==> src/logic/omc_pkg.sv <==
// Package with the timing constants, states and port groups of the module control block.
package omc_pkg;
    // Clock rate, and the cycles a pin change needs beyond a count: three sync stages,
    // the filter, the output register and a change that lands just after an edge.
    localparam longint unsigned OMC_CLK_HZ          = 64'd100_000_000;
    localparam longint unsigned OMC_SYNC_LAT        = 64'd6;
    // Times as specified, each in its own unit.
    localparam longint unsigned OMC_T_OFF_US        = 64'd100;
    localparam longint unsigned OMC_T_ON_MS         = 64'd2;
    localparam longint unsigned OMC_T_2W_MS         = 64'd300;
    localparam longint unsigned OMC_T_START_MS      = 64'd300;
    localparam longint unsigned OMC_T_START_COOL_S  = 64'd90;
    localparam longint unsigned OMC_T_PL2_MS        = 64'd300;
    localparam longint unsigned OMC_T_FAULT_ON_US   = 64'd1000;
    localparam longint unsigned OMC_T_RESET_US      = 64'd10;
    localparam longint unsigned OMC_T_RS_FC_US      = 64'd500;
    localparam longint unsigned OMC_T_RS_MS         = 64'd10;
    localparam longint unsigned OMC_T_LOS_US        = 64'd100;
    // Least hold of the laser-off request that clears a fault, rounded up.
    localparam logic [10:0] OMC_HOLD_CYC =
        11'((OMC_T_RESET_US * OMC_CLK_HZ + 64'd999_999) / 64'd1_000_000);
    // Reset values of the stored fault and signal-lost outputs.
    localparam logic OMC_FAULT_RST = 1'b0;
    localparam logic OMC_LOS_RST   = 1'b1;

    // Life cycle of the transmitter.
    typedef enum logic [1:0] {
        OMC_ST_START,
        OMC_ST_RUN,
        OMC_ST_FAULT
    } omc_state_t;

    // Status pins seen by the host.
    typedef struct packed {
        logic       laser_enable;
        logic       tx_fault;
        logic       rx_los;
        logic       mgmt_ready;
        logic       operational;
        logic       power_level2;
        logic       rate_stable;
        logic [1:0] rate;
    } omc_status_t;

    // Three-stage pin synchronisers.
    typedef struct packed {
        logic [2:0] laser_off;
        logic [2:0] rate_sel_0;
        logic [2:0] rate_sel_1;
        logic [2:0] fault;
        logic [2:0] signal;
    } omc_sync_t;
endpackage

==> src/logic/omc_control.sv <==
// Control and status pin logic of the optical module: laser gate, fault, loss, start-up, rate.
//
// Function
// Laser-off request rising turns optical output off within 100 us.
// Laser-off request falling turns output back on within 2 ms.
// Management interface is ready no later than 300 ms after power-on.
// Uncooled module fully operational within 300 ms after start or recovery.
// Cooled module fully operational within 90 s after start or recovery.
// Power level II enable write completes within 300 ms of stop bit.
// Power level II disable write drops to level I within 300 ms.
// Transmitter fault flag asserts within 1 ms, or 50 ms when cooled.
// Laser-off request held high at least 10 us clears the fault flag.
// Fibre Channel rate select change gives stable output within 500 us.
// Other rate select change gives stable output within 10 ms.
// Signal-lost flag asserts within 100 us of losing input light.
// Signal-lost flag clears within 100 us of valid light returning.
// High or open laser-off request keeps transmitter off; low runs normally.
// Host times each response window itself and flags a timeout; the host model here times only the laser shut-off.
`timescale 1ns/100ps
module omc_control
    import omc_pkg::*;
#(
    // Each count sits under its limit by the cycles that the pin path and outputs add.
    parameter logic [24:0] MGMT_CYC     = 25'(OMC_T_2W_MS * OMC_CLK_HZ / 64'd1000 - 64'd1),
    parameter logic [33:0] START_CYC    =
        34'(OMC_T_START_MS * OMC_CLK_HZ / 64'd1000 - OMC_SYNC_LAT),
    parameter logic [33:0] START_COOL_CYC = 34'(OMC_T_START_COOL_S * OMC_CLK_HZ - OMC_SYNC_LAT),
    parameter logic [19:0] RS_FC_CYC    =
        20'(OMC_T_RS_FC_US * OMC_CLK_HZ / 64'd1_000_000 - OMC_SYNC_LAT),
    parameter logic [19:0] RS_CYC       = 20'(OMC_T_RS_MS * OMC_CLK_HZ / 64'd1000 - OMC_SYNC_LAT)
) (
    input  wire logic       clock_in,
    input  wire logic       reset_n_in,
    input  wire logic       laser_off_in,
    input  wire logic       rate_sel_0_in,
    input  wire logic       rate_sel_1_in,
    input  wire logic       laser_fault_in,
    input  wire logic       signal_detect_in,
    input  wire logic       cooled_in,
    input  wire logic       fc_mode_in,
    input  wire logic       pl2_write_in,
    input  wire logic       pl2_value_in,
    output logic            laser_enable_out,
    output logic            tx_fault_out,
    output logic            rx_los_out,
    output logic            mgmt_ready_out,
    output logic            operational_out,
    output logic            power_level2_out,
    output logic            rate_stable_out,
    output logic [1:0]      rate_out
);

    // Whole state of the block.
    typedef struct packed {
        omc_sync_t   sync;
        logic        off_f;
        logic        fault_f;
        logic        sig_f;
        logic [1:0]  rate_f;
        logic        strap_done;
        logic        cooled;
        omc_state_t  state;
        logic [33:0] start_cnt;
        logic [24:0] mgmt_cnt;
        logic [10:0] hold_cnt;
        logic [19:0] rate_cnt;
        omc_status_t st;
    } omc_regs_t;

    omc_regs_t st_reg;
    omc_regs_t st_next;

    // Filters a synchronised pin: the level changes once stages two and three agree.
    function automatic logic omc_filter(input logic [2:0] s, input logic held);
        omc_filter = (s[1] == s[2]) ? s[2] : held;
    endfunction

    // Next-state logic.
    always_comb begin
        logic [33:0] start_lim;
        start_lim = START_CYC;
        st_next = st_reg;
        // Shift each pin into its synchroniser; stage one only feeds stage two.
        st_next.sync.laser_off  = {st_reg.sync.laser_off[1:0], laser_off_in};
        st_next.sync.rate_sel_0 = {st_reg.sync.rate_sel_0[1:0], rate_sel_0_in};
        st_next.sync.rate_sel_1 = {st_reg.sync.rate_sel_1[1:0], rate_sel_1_in};
        st_next.sync.fault      = {st_reg.sync.fault[1:0], laser_fault_in};
        st_next.sync.signal     = {st_reg.sync.signal[1:0], signal_detect_in};
        st_next.off_f      = omc_filter(st_reg.sync.laser_off, st_reg.off_f);
        st_next.fault_f    = omc_filter(st_reg.sync.fault, st_reg.fault_f);
        st_next.sig_f      = omc_filter(st_reg.sync.signal, st_reg.sig_f);
        st_next.rate_f[0]  = omc_filter(st_reg.sync.rate_sel_0, st_reg.rate_f[0]);
        st_next.rate_f[1]  = omc_filter(st_reg.sync.rate_sel_1, st_reg.rate_f[1]);

        // Catch the cooling strap once, one cycle after reset release.
        if (!st_reg.strap_done) begin
            st_next.strap_done = 1'b1;
            st_next.cooled     = cooled_in;
        end
        if (st_reg.cooled) begin
            start_lim = START_COOL_CYC;
        end

        // Management interface readiness counts from power-on only.
        if (st_reg.mgmt_cnt != MGMT_CYC) begin
            st_next.mgmt_cnt = st_reg.mgmt_cnt + 25'h0000001;
        end
        st_next.st.mgmt_ready = (st_reg.mgmt_cnt == MGMT_CYC);

        // Hold time of the laser-off request, saturating at the clear threshold.
        if (!st_reg.off_f) begin
            st_next.hold_cnt = 11'h000;
        end else if (st_reg.hold_cnt != OMC_HOLD_CYC) begin
            st_next.hold_cnt = st_reg.hold_cnt + 11'h001;
        end

        // Transmitter life cycle.
        case (st_reg.state)
            OMC_ST_START: begin
                if (st_reg.off_f) begin
                    st_next.start_cnt = 34'h000000000;
                end else if (st_reg.start_cnt >= start_lim) begin
                    st_next.state = OMC_ST_RUN;
                end else begin
                    st_next.start_cnt = st_reg.start_cnt + 34'h000000001;
                end
            end
            OMC_ST_RUN: begin
                if (st_reg.off_f) begin
                    st_next.state     = OMC_ST_START;
                    st_next.start_cnt = 34'h000000000;
                end
            end
            OMC_ST_FAULT: begin
                if (st_reg.hold_cnt == OMC_HOLD_CYC) begin
                    st_next.state     = OMC_ST_START;
                    st_next.start_cnt = 34'h000000000;
                end
            end
            default: begin
                st_next.state = OMC_ST_START;
            end
        endcase
        // A laser fault wins over every other transition and latches.
        if (st_reg.fault_f) begin
            st_next.state = OMC_ST_FAULT;
        end

        // Status pins, each registered.
        st_next.st.tx_fault     = (st_next.state == OMC_ST_FAULT);
        st_next.st.laser_enable = !st_reg.off_f && (st_next.state != OMC_ST_FAULT);
        st_next.st.operational  = (st_reg.state == OMC_ST_RUN) && !st_reg.off_f;
        st_next.st.rx_los       = !st_reg.sig_f;

        // Power level change over the management write takes effect at once.
        if (pl2_write_in) begin
            st_next.st.power_level2 = pl2_value_in;
        end

        // Rate select: output reports unstable for a settle count after a change.
        st_next.st.rate = st_reg.rate_f;
        if (st_reg.rate_f != st_reg.st.rate) begin
            st_next.rate_cnt       = fc_mode_in ? RS_FC_CYC : RS_CYC;
            st_next.st.rate_stable = 1'b0;
        end else if (st_reg.rate_cnt != 20'h00000) begin
            st_next.rate_cnt = st_reg.rate_cnt - 20'h00001;
        end else begin
            st_next.st.rate_stable = 1'b1;
        end
    end

    // State register.
    always_ff @(posedge clock_in or negedge reset_n_in) begin
        if (!reset_n_in) begin
            st_reg                 <= '0;
            st_reg.off_f           <= 1'b1;
            st_reg.sync.laser_off  <= 3'h7;
            st_reg.state           <= OMC_ST_START;
            st_reg.st.tx_fault     <= OMC_FAULT_RST;
            st_reg.st.rx_los       <= OMC_LOS_RST;
            st_reg.st.rate_stable  <= 1'b1;
        end else begin
            st_reg <= st_next;
        end
    end

    // Outputs come straight from the state register.
    assign laser_enable_out = st_reg.st.laser_enable;
    assign tx_fault_out     = st_reg.st.tx_fault;
    assign rx_los_out       = st_reg.st.rx_los;
    assign mgmt_ready_out   = st_reg.st.mgmt_ready;
    assign operational_out  = st_reg.st.operational;
    assign power_level2_out = st_reg.st.power_level2;
    assign rate_stable_out  = st_reg.st.rate_stable;
    assign rate_out         = st_reg.st.rate;

    // Checks on the pin behaviour.
    chk_laser_off_fast: assert property (@(posedge clock_in) disable iff (!reset_n_in)
        $rose(st_reg.off_f) |=> !laser_enable_out)
        else $error("Laser stayed on after the off request.");
    chk_laser_on_fast: assert property (@(posedge clock_in) disable iff (!reset_n_in)
        $fell(st_reg.off_f) && !st_reg.fault_f && st_reg.state != OMC_ST_FAULT
        |=> laser_enable_out)
        else $error("Laser did not return after the off request fell.");
    chk_fault_sets: assert property (@(posedge clock_in) disable iff (!reset_n_in)
        st_reg.fault_f |=> tx_fault_out && !laser_enable_out)
        else $error("Fault flag missing after a laser fault.");
    chk_fault_clears: assert property (@(posedge clock_in) disable iff (!reset_n_in)
        st_reg.state == OMC_ST_FAULT && st_reg.hold_cnt == OMC_HOLD_CYC && !st_reg.fault_f
        |=> ##1 !tx_fault_out)
        else $error("Fault flag not cleared by a long off request.");
    chk_fault_holds: assert property (@(posedge clock_in) disable iff (!reset_n_in)
        tx_fault_out && !st_reg.off_f && st_reg.hold_cnt != OMC_HOLD_CYC |=> tx_fault_out)
        else $error("Fault flag cleared without an off request.");
    chk_mgmt_ready: assert property (@(posedge clock_in) disable iff (!reset_n_in)
        $rose(mgmt_ready_out) |-> st_reg.mgmt_cnt == MGMT_CYC)
        else $error("Management ready at the wrong time.");
    chk_start_done: assert property (@(posedge clock_in) disable iff (!reset_n_in)
        $rose(operational_out) |-> $past(st_reg.start_cnt, 2) >= START_CYC)
        else $error("Operational before the start-up count.");
    chk_los_follow: assert property (@(posedge clock_in) disable iff (!reset_n_in)
        $changed(st_reg.sig_f) |=> rx_los_out == !$past(st_reg.sig_f))
        else $error("Signal-lost flag did not follow the input light.");
    chk_rate_settle: assert property (@(posedge clock_in) disable iff (!reset_n_in)
        $changed(rate_out) |-> !rate_stable_out)
        else $error("Rate output stable right after a change.");
    chk_pl2_write: assert property (@(posedge clock_in) disable iff (!reset_n_in)
        pl2_write_in |=> power_level2_out == $past(pl2_value_in))
        else $error("Power level write not applied.");

    cov_fault_recover: cover property (@(posedge clock_in) disable iff (!reset_n_in)
        $fell(tx_fault_out));
    cov_operational: cover property (@(posedge clock_in) disable iff (!reset_n_in)
        $rose(operational_out));
    cov_rate_change: cover property (@(posedge clock_in) disable iff (!reset_n_in)
        $rose(rate_stable_out));
endmodule

==> config.mk <==
export PLATFORM = sky130hd
export DESIGN_NAME = omc_control
export DESIGN_NICKNAME = d
export VERILOG_FILES = /design/src/logic/omc_pkg.sv /design/src/logic/omc_control.sv
export SDC_FILE = /design/constraint.sdc
export NUM_CORES = 1
export LEC_CHECK = 0
export ABC_AREA = 0
export ABC_CLOCK_PERIOD_IN_PS = 3200
export BUFFER_PORTS_ARGS = -buffer_cell sky130_fd_sc_hd__buf_4
export CAP_MARGIN = 10
export CORE_UTILIZATION = 45
export DETAILED_ROUTE_END_ITERATION = 16
export GPL_ROUTABILITY_DRIVEN = 0
export GPL_TIMING_DRIVEN = 0
export PLACE_DENSITY_LB_ADDON = 0.2
export SETUP_SLACK_MARGIN = 0.5
export SLEW_MARGIN = 30
export SYNTH_ARGS = -nofsm -noshare
export SYNTH_HDL_FRONTEND = slang
export SYNTH_SLANG_ARGS = --single-unit
==> constraint.sdc <==
create_clock -name clock_in -period 3.2 [get_ports clock_in]
set_clock_uncertainty 0.2 [all_clocks]
set_input_delay 0.64 -clock clock_in [delete_from_list [all_inputs] [get_ports clock_in]]
set_output_delay 0.64 -clock clock_in [all_outputs]
set_load 0.01 [all_outputs]
==> results of run 1 <==
-- cells by family (layout without fill, tap and decap cells) --
kind of cell / after synthesis / after routing / synth area share
fa+ha+maj: 29 / 29 / 0.0554
compound gates: 127 / 127 / 0.152
xor+xnor: 45 / 45 / 0.0623
mux: 4 / 4 / 0.00692
other cells: 1 / 1 / 0.000593
buf+inv: 44 / 121 / 0.0306
flops: 123 / 123 / 0.488
simple gates: 245 / 246 / 0.205
-- Yosys cell counts, drive strengths merged (5+ instances only) --
library cell	count
or3	6
maj3	5
ha	24
and3	17
nand3	37
nand4b	5
nor3	22
a31oi	13
o21ai	24
nand2	46
inv	19
dfstp	6
clkbuf	14
nand4	12
o41ai	8
a21boi	5
o31ai	47
xnor2	30
buf	11
and2	13
nor2	54
xor2	15
nand2b	8
dfrtp	117
a21oi	14
-- worst paths after layout --
check	start	endpoint	slack (ns)
worst max register to register	st_reg[101]	st_reg[79]	0.12
worst min register to register	st_next[115]	st_next[116]	0.14
worst min-delay path	rate_sel_1_in	st_next[115]	0.13
max in group asynchronous	reset_n_in	st_reg[107]	1.56
min in group asynchronous	reset_n_in	st_reg[28]	0.54
worst max-delay path	st_reg[101]	st_reg[79]	0.12
-- per-layer routing --
layer	track usage	vias up	wire, µm
met5	0	-	0
met4	0.0849	0	337
met3	0.0557	34	734
met2	0.334	144	7380
met1	0.283	2566	6740
li1	-	2389	-
-- placed cells by master, fill, tap and decap left out, drive strengths merged, types with 4 or more instances in the layout --
cell type	Yosys	routed
dfrtp	117	117
nor2	54	54
buf	11	52
nand2	46	47
o31ai	47	47
clkbuf	14	42
nand3	37	37
xnor2	30	30
ha	24	24
o21ai	24	24
nor3	22	22
inv	19	18
and3	17	17
xor2	15	15
a21oi	14	14
and2	13	13
a31oi	13	13
nand4	12	12
nand2b	8	8
o41ai	8	8
or3	6	6
dfstp	6	6
nand4b	5	5
maj3	5	5
a21boi	5	5
or2	4	4
nor2b	4	4
nor4	4	4
-- what timing repair did --
item / 4_1_cts / 5_1_grt
endpoints found under the hold margin: 52 / 0
pin swaps: 7 / 26
resized for setup: 55 / 65
gates cloned: 0 / 4
hold buffers: 1 / 0
buffers inserted: 7 / 14
setup endpoints to repair: 46 / 56
-- worst max-delay path, cell delays in order (launching register included) --
cell and delay [ns]:
dfrtp_2 0.45, buf_12 0.15, buf_8 0.12, ha_1 0.31, nand3_1 0.10, nor3_1 0.07, a311oi_2 0.35, o41ai_4 0.14
o311a_1 0.33, buf_6 0.17, buf_12 0.16, o31ai_4 0.27, o41ai_2 0.11
-- report_power, final --
| group | total (mW) | switching, mW | internal (mW) |
|---|---|---|---|
| combinational | 0.507 | 0.314 | 0.192 |
| sequential | 1.72 | 0.0774 | 1.64 |
| clock | 1.96 | 0.672 | 1.28 |
-- layout make-up --
type	count	area [µm²]	share of cell area
clock buffers	25	485	0.0588
flip-flops and latches	123	3090	0.374
plain buffers	25	203	0.0246
repair buffers	45	448	0.0543
well taps	176	220	0.0267
clock inverters	7	115	0.0139
inverters	19	76.3	0.00925
multi-input cells	452	3620	0.438
-- metrics by stage --
stage                     setup WS [ns]  power (mW)  hold WS [ns]  cell area [µm²]  TNS [ns]
after floorplan                   0.501        1.99         0.131             6410         0
after global placement          -0.0918        2.12         0.132             6780    -0.358
after detailed placement         -0.157        2.14         0.136             6810    -0.994
after CTS                         0.244        4.14         0.114             7730         0
after global routing             0.0261        4.35         0.109             8260         0
final                             0.124        4.18         0.133             8260         0
==> impl_metrics.ini, run 1 <==
[status]
outcome = completed

[placed_design]
portBuffers = 19
dpl.cell_count = 814
dp.final_hpwl_um = 9150

[worst_hold_path]
hp-class = primary input to register
worstHoldPathCells = 1

[synthesis]
ys_ff_latch = 123
synth.distinct_cells = 63
ys_warn_count = 0
synthTopCellsByArea = dfrtp_1 46%, o31ai_1 5.1%, ha_1 4.7%
post-synth-top-area-fraction = 0.463
synth-seq-area-share = 0.488
synth_cells = 618
synth_enable_flop_cells = 0
synth_largest_area_cell = dfrtp_1
ys.flop_type = dfrtp_1
synth_fp_nets = 653
synth_area_mm2 = 0.00633
async_flop_share = 1.00
syn_avg_cell_area_um2 = 10.2

[drt]
ant_nets = 0
num_vias = 5133
drt_wl_total_um = 15200
drtIter0Drc = 385
drt_pass1_iterations = 5
drcViolationCount = 0
routedWlPerCell_um = 17.4
vias_per_cell = 5.89

[clock_tree]
cts_tree = built
path_clk_slew_ns = 0.05
h-tree-depth = 4
cts_buffers = 17
cts_buffer_depth = 2
clockRootBuffer = clkbuf_16
cts.sinks = 123
insertion_delay_ns = 0.42

[grt]
grt_max_degree = 71
grt_first_pass_wirelength_um = 24300
grt_usage = 0.214
antenna_found_initial = 0
first_global_vias = 4996
overflow = 0

[cells_and_area]
fillCellCount = 1060
n_antenna_cell = 0
layout.cells.non_filler = 872
largest_reg_flops = 102
drive_gt1_frac = 0.267
fin_nets = 718
area_growth_pct = 30.4
utilization = 0.614

[timing]
relSlewSlack = 0.429
worstMarginPinSlew_ns = 0.850
finalHoldViolations = 0
period_minus_slack_ns = 3.08
rsz0062_at_grt = yes
fin_crit_sh = 0.961
fmax_mhz = 325
drv_slew = 0
final-setup-viol-count = 0

[worst_setup_path]
path_class = register to register
r2r_cells = 12
worst-path-max-fanout = 10
cp.required_ns = 3.29
critPathLaunchType = register
crit_arrival_ns = 3.16
endpoint_kind = register

[floorplanning]
rows = 42
core_area_mm2 = 0.0135
initial_core_util = 0.470
die-area_mm2 = 0.0145
io_pins = 20
die-height_um = 121
die_w_um = 121

[run]
maxCapViolations = 0

[pwr]
leakage_nw = 3.48
pwr_density_cell_mw_per_mm2 = 506
peakVddDrop_v = 0.000367
(Power assumes the default switching activity.)
==> run 2, diff against run 1 <==
Settings changed: PLACE_DENSITY set to 0.67, PLACE_DENSITY_LB_ADDON 0.2 to unset, SETUP_SLACK_MARGIN 0.5 to unset, SKIP_LAST_GASP set to 1.
==> run 2 against run 1 <==
Against the previous run: sequential power about the same; setup slack got worse by 0.027 ns; critical path depth decreased by 3; largest power group unchanged; hold slack got worse by 0.0054 ns; cell count decreased by 2.6%; register-to-register slack got worse by 0.03 ns; core utilization decreased by 6.4 points.
==> impl_metrics.ini, run 2 (synthesized netlist as in run 1, its figures left out) <==
[drt]
ant_nets = 0
routedWlPerCell_um = 16.4
num_vias = 4850
drt_pass1_iterations = 5
drcViolationCount = 0
drt_wl_total_um = 14000
drtIter0Drc = 349
vias_per_cell = 5.71

[clock_tree]
insertion_delay_ns = 0.42
cts.sinks = 123
h-tree-depth = 4
path_clk_slew_ns = 0.05
cts_tree = built
clockRootBuffer = clkbuf_16
cts_buffer_depth = 2
cts_buffers = 17

[grt]
antenna_found_initial = 0
overflow = 0
use_met2 = 0.330
first_global_vias = 4970
use_met3 = 0.0505
grt-busiest-layer = met2
grt_max_degree = 72
grt_usage = 0.209
grt_first_pass_wirelength_um = 23700
met1_usage = 0.275

[cells_and_area]
fin_nets = 697
most-common-layout-cells = 116 x dfrtp_1, 54 x nor2_1, 45 x nand2_1, 36 x nand3_1, 36 x o31ai_1
n_antenna_cell = 0
largest_reg_flops = 102
drive_gt1_frac = 0.166
final_common_cell = dfrtp_1
area_growth_pct = 16.9

[pwr]
leakage_nw = 3.16
pwr_density_cell_mw_per_mm2 = 527
peakVddDrop_v = 0.000388
total_power_mw = 3.90

[floorplanning]
initial_core_util = 0.470
rows = 42
io_pins = 20
die-height_um = 121
core_area_mm2 = 0.0135
die-area_mm2 = 0.0145
die_w_um = 121

[timing]
drv_slew = 0
period_minus_slack_ns = 3.10
timing.final.ws_setup_ns = 0.0975
final-setup-viol-count = 0
hold_slack_ns = 0.127
finalHoldViolations = 0
worstMarginPinSlew_ns = 0.739
fmax_mhz = 322
fin_crit_sh = 0.970
relSlewSlack = 0.507
rsz0062_at_grt = yes

[worst_hold_path]
hp-class = primary input to register

[worst_setup_path]
path_class = register to register
cp.required_ns = 3.29
endpoint_kind = register
crit_arrival_ns = 3.19
critPathLaunchType = register
worst-path-max-fanout = 10

[run]
maxCapViolations = 0

[placed_design]
pre_cts_ws_ns = -0.310
dp.final_hpwl_um = 9240
portBuffers = 19

[status]
outcome = completed
-- run 2: path summary, 6_finish.rpt --
| path | startpoint | end | slack (ns) | cells past startpoint |
|---|---|---|---|---|
| max in group asynchronous | reset_n_in | st_reg[122] | 1.53 | 3 |
| min in group asynchronous | reset_n_in | st_reg[26] | 0.56 | 2 |
| max | st_reg[101] | st_reg[83] | 0.1 | 9 |
| max reg2reg | st_reg[101] | st_reg[83] | 0.1 | 9 |
| min | rate_sel_0_in | st_next[118] | 0.13 | 1 |
| min reg2reg | st_next[112] | st_next[113] | 0.15 | 0 |
-- run 2: layer usage --
layer | up-vias | part of all wire
li1 | 2332 | -
met1 | 2371 | 0.46
met2 | 120 | 0.48
met3 | 27 | 0.050
met4 | 0 | 0.017
met5 | - | 0
-- run 2: area by class of cell --
class / count / area (µm²)
fillers: 1181 / 6050
multi-input cells: 451 / 3120
flip-flops and latches: 123 / 3090
clock buffers: 19 / 443
repair buffers: 26 / 225
well taps: 176 / 220
plain buffers: 24 / 128
clock inverters: 11 / 98.8
inverters: 19 / 75.1
-- run 2: power breakdown --
group	switching (mW)	total, mW	leakage [nW]	internal [mW]
Clock	0.687	1.76	0.261	1.07
Combinational	0.263	0.419	1.32	0.156
Sequential	0.0782	1.72	1.58	1.64
-- run 2: worst max-delay path: stages (launching register included) --
cell,delay (ns)
dfrtp_2,0.43
buf_4,0.18
ha_1,0.29
a2111o_1,0.44
a221oi_2,0.26
o41ai_4,0.18
o311a_4,0.38
buf_4,0.22
o31ai_2,0.28
o41ai_2,0.11
-- run 2: per-stage QoR --
| stage | instances | utilization | setup TNS (ns) | area (µm²) |
|---|---|---|---|---|
| after floorplan | 618 | - | 0 | 6330 |
| after global placement | 813 | 0.497 | -6.32 | 6690 |
| after detailed placement | 814 | 0.500 | -8.26 | 6730 |
| after CTS | 849 | 0.546 | 0 | 7340 |
| after global routing | 849 | 0.550 | -0.121 | 7400 |
| final | 849 | 0.550 | 0 | 7400 |
-- run 2: timing repair --
| item | in CTS | in global routing |
|---|---|---|
| gates resized for setup | 7 | 12 |
| buffers inserted | 4 | 1 |
| endpoints found under the hold margin | 18 | 0 |
| endpoints found under the setup margin | 35 | 35 |
| hold buffers | 1 | 0 |
| pin swaps | 2 | 1 |
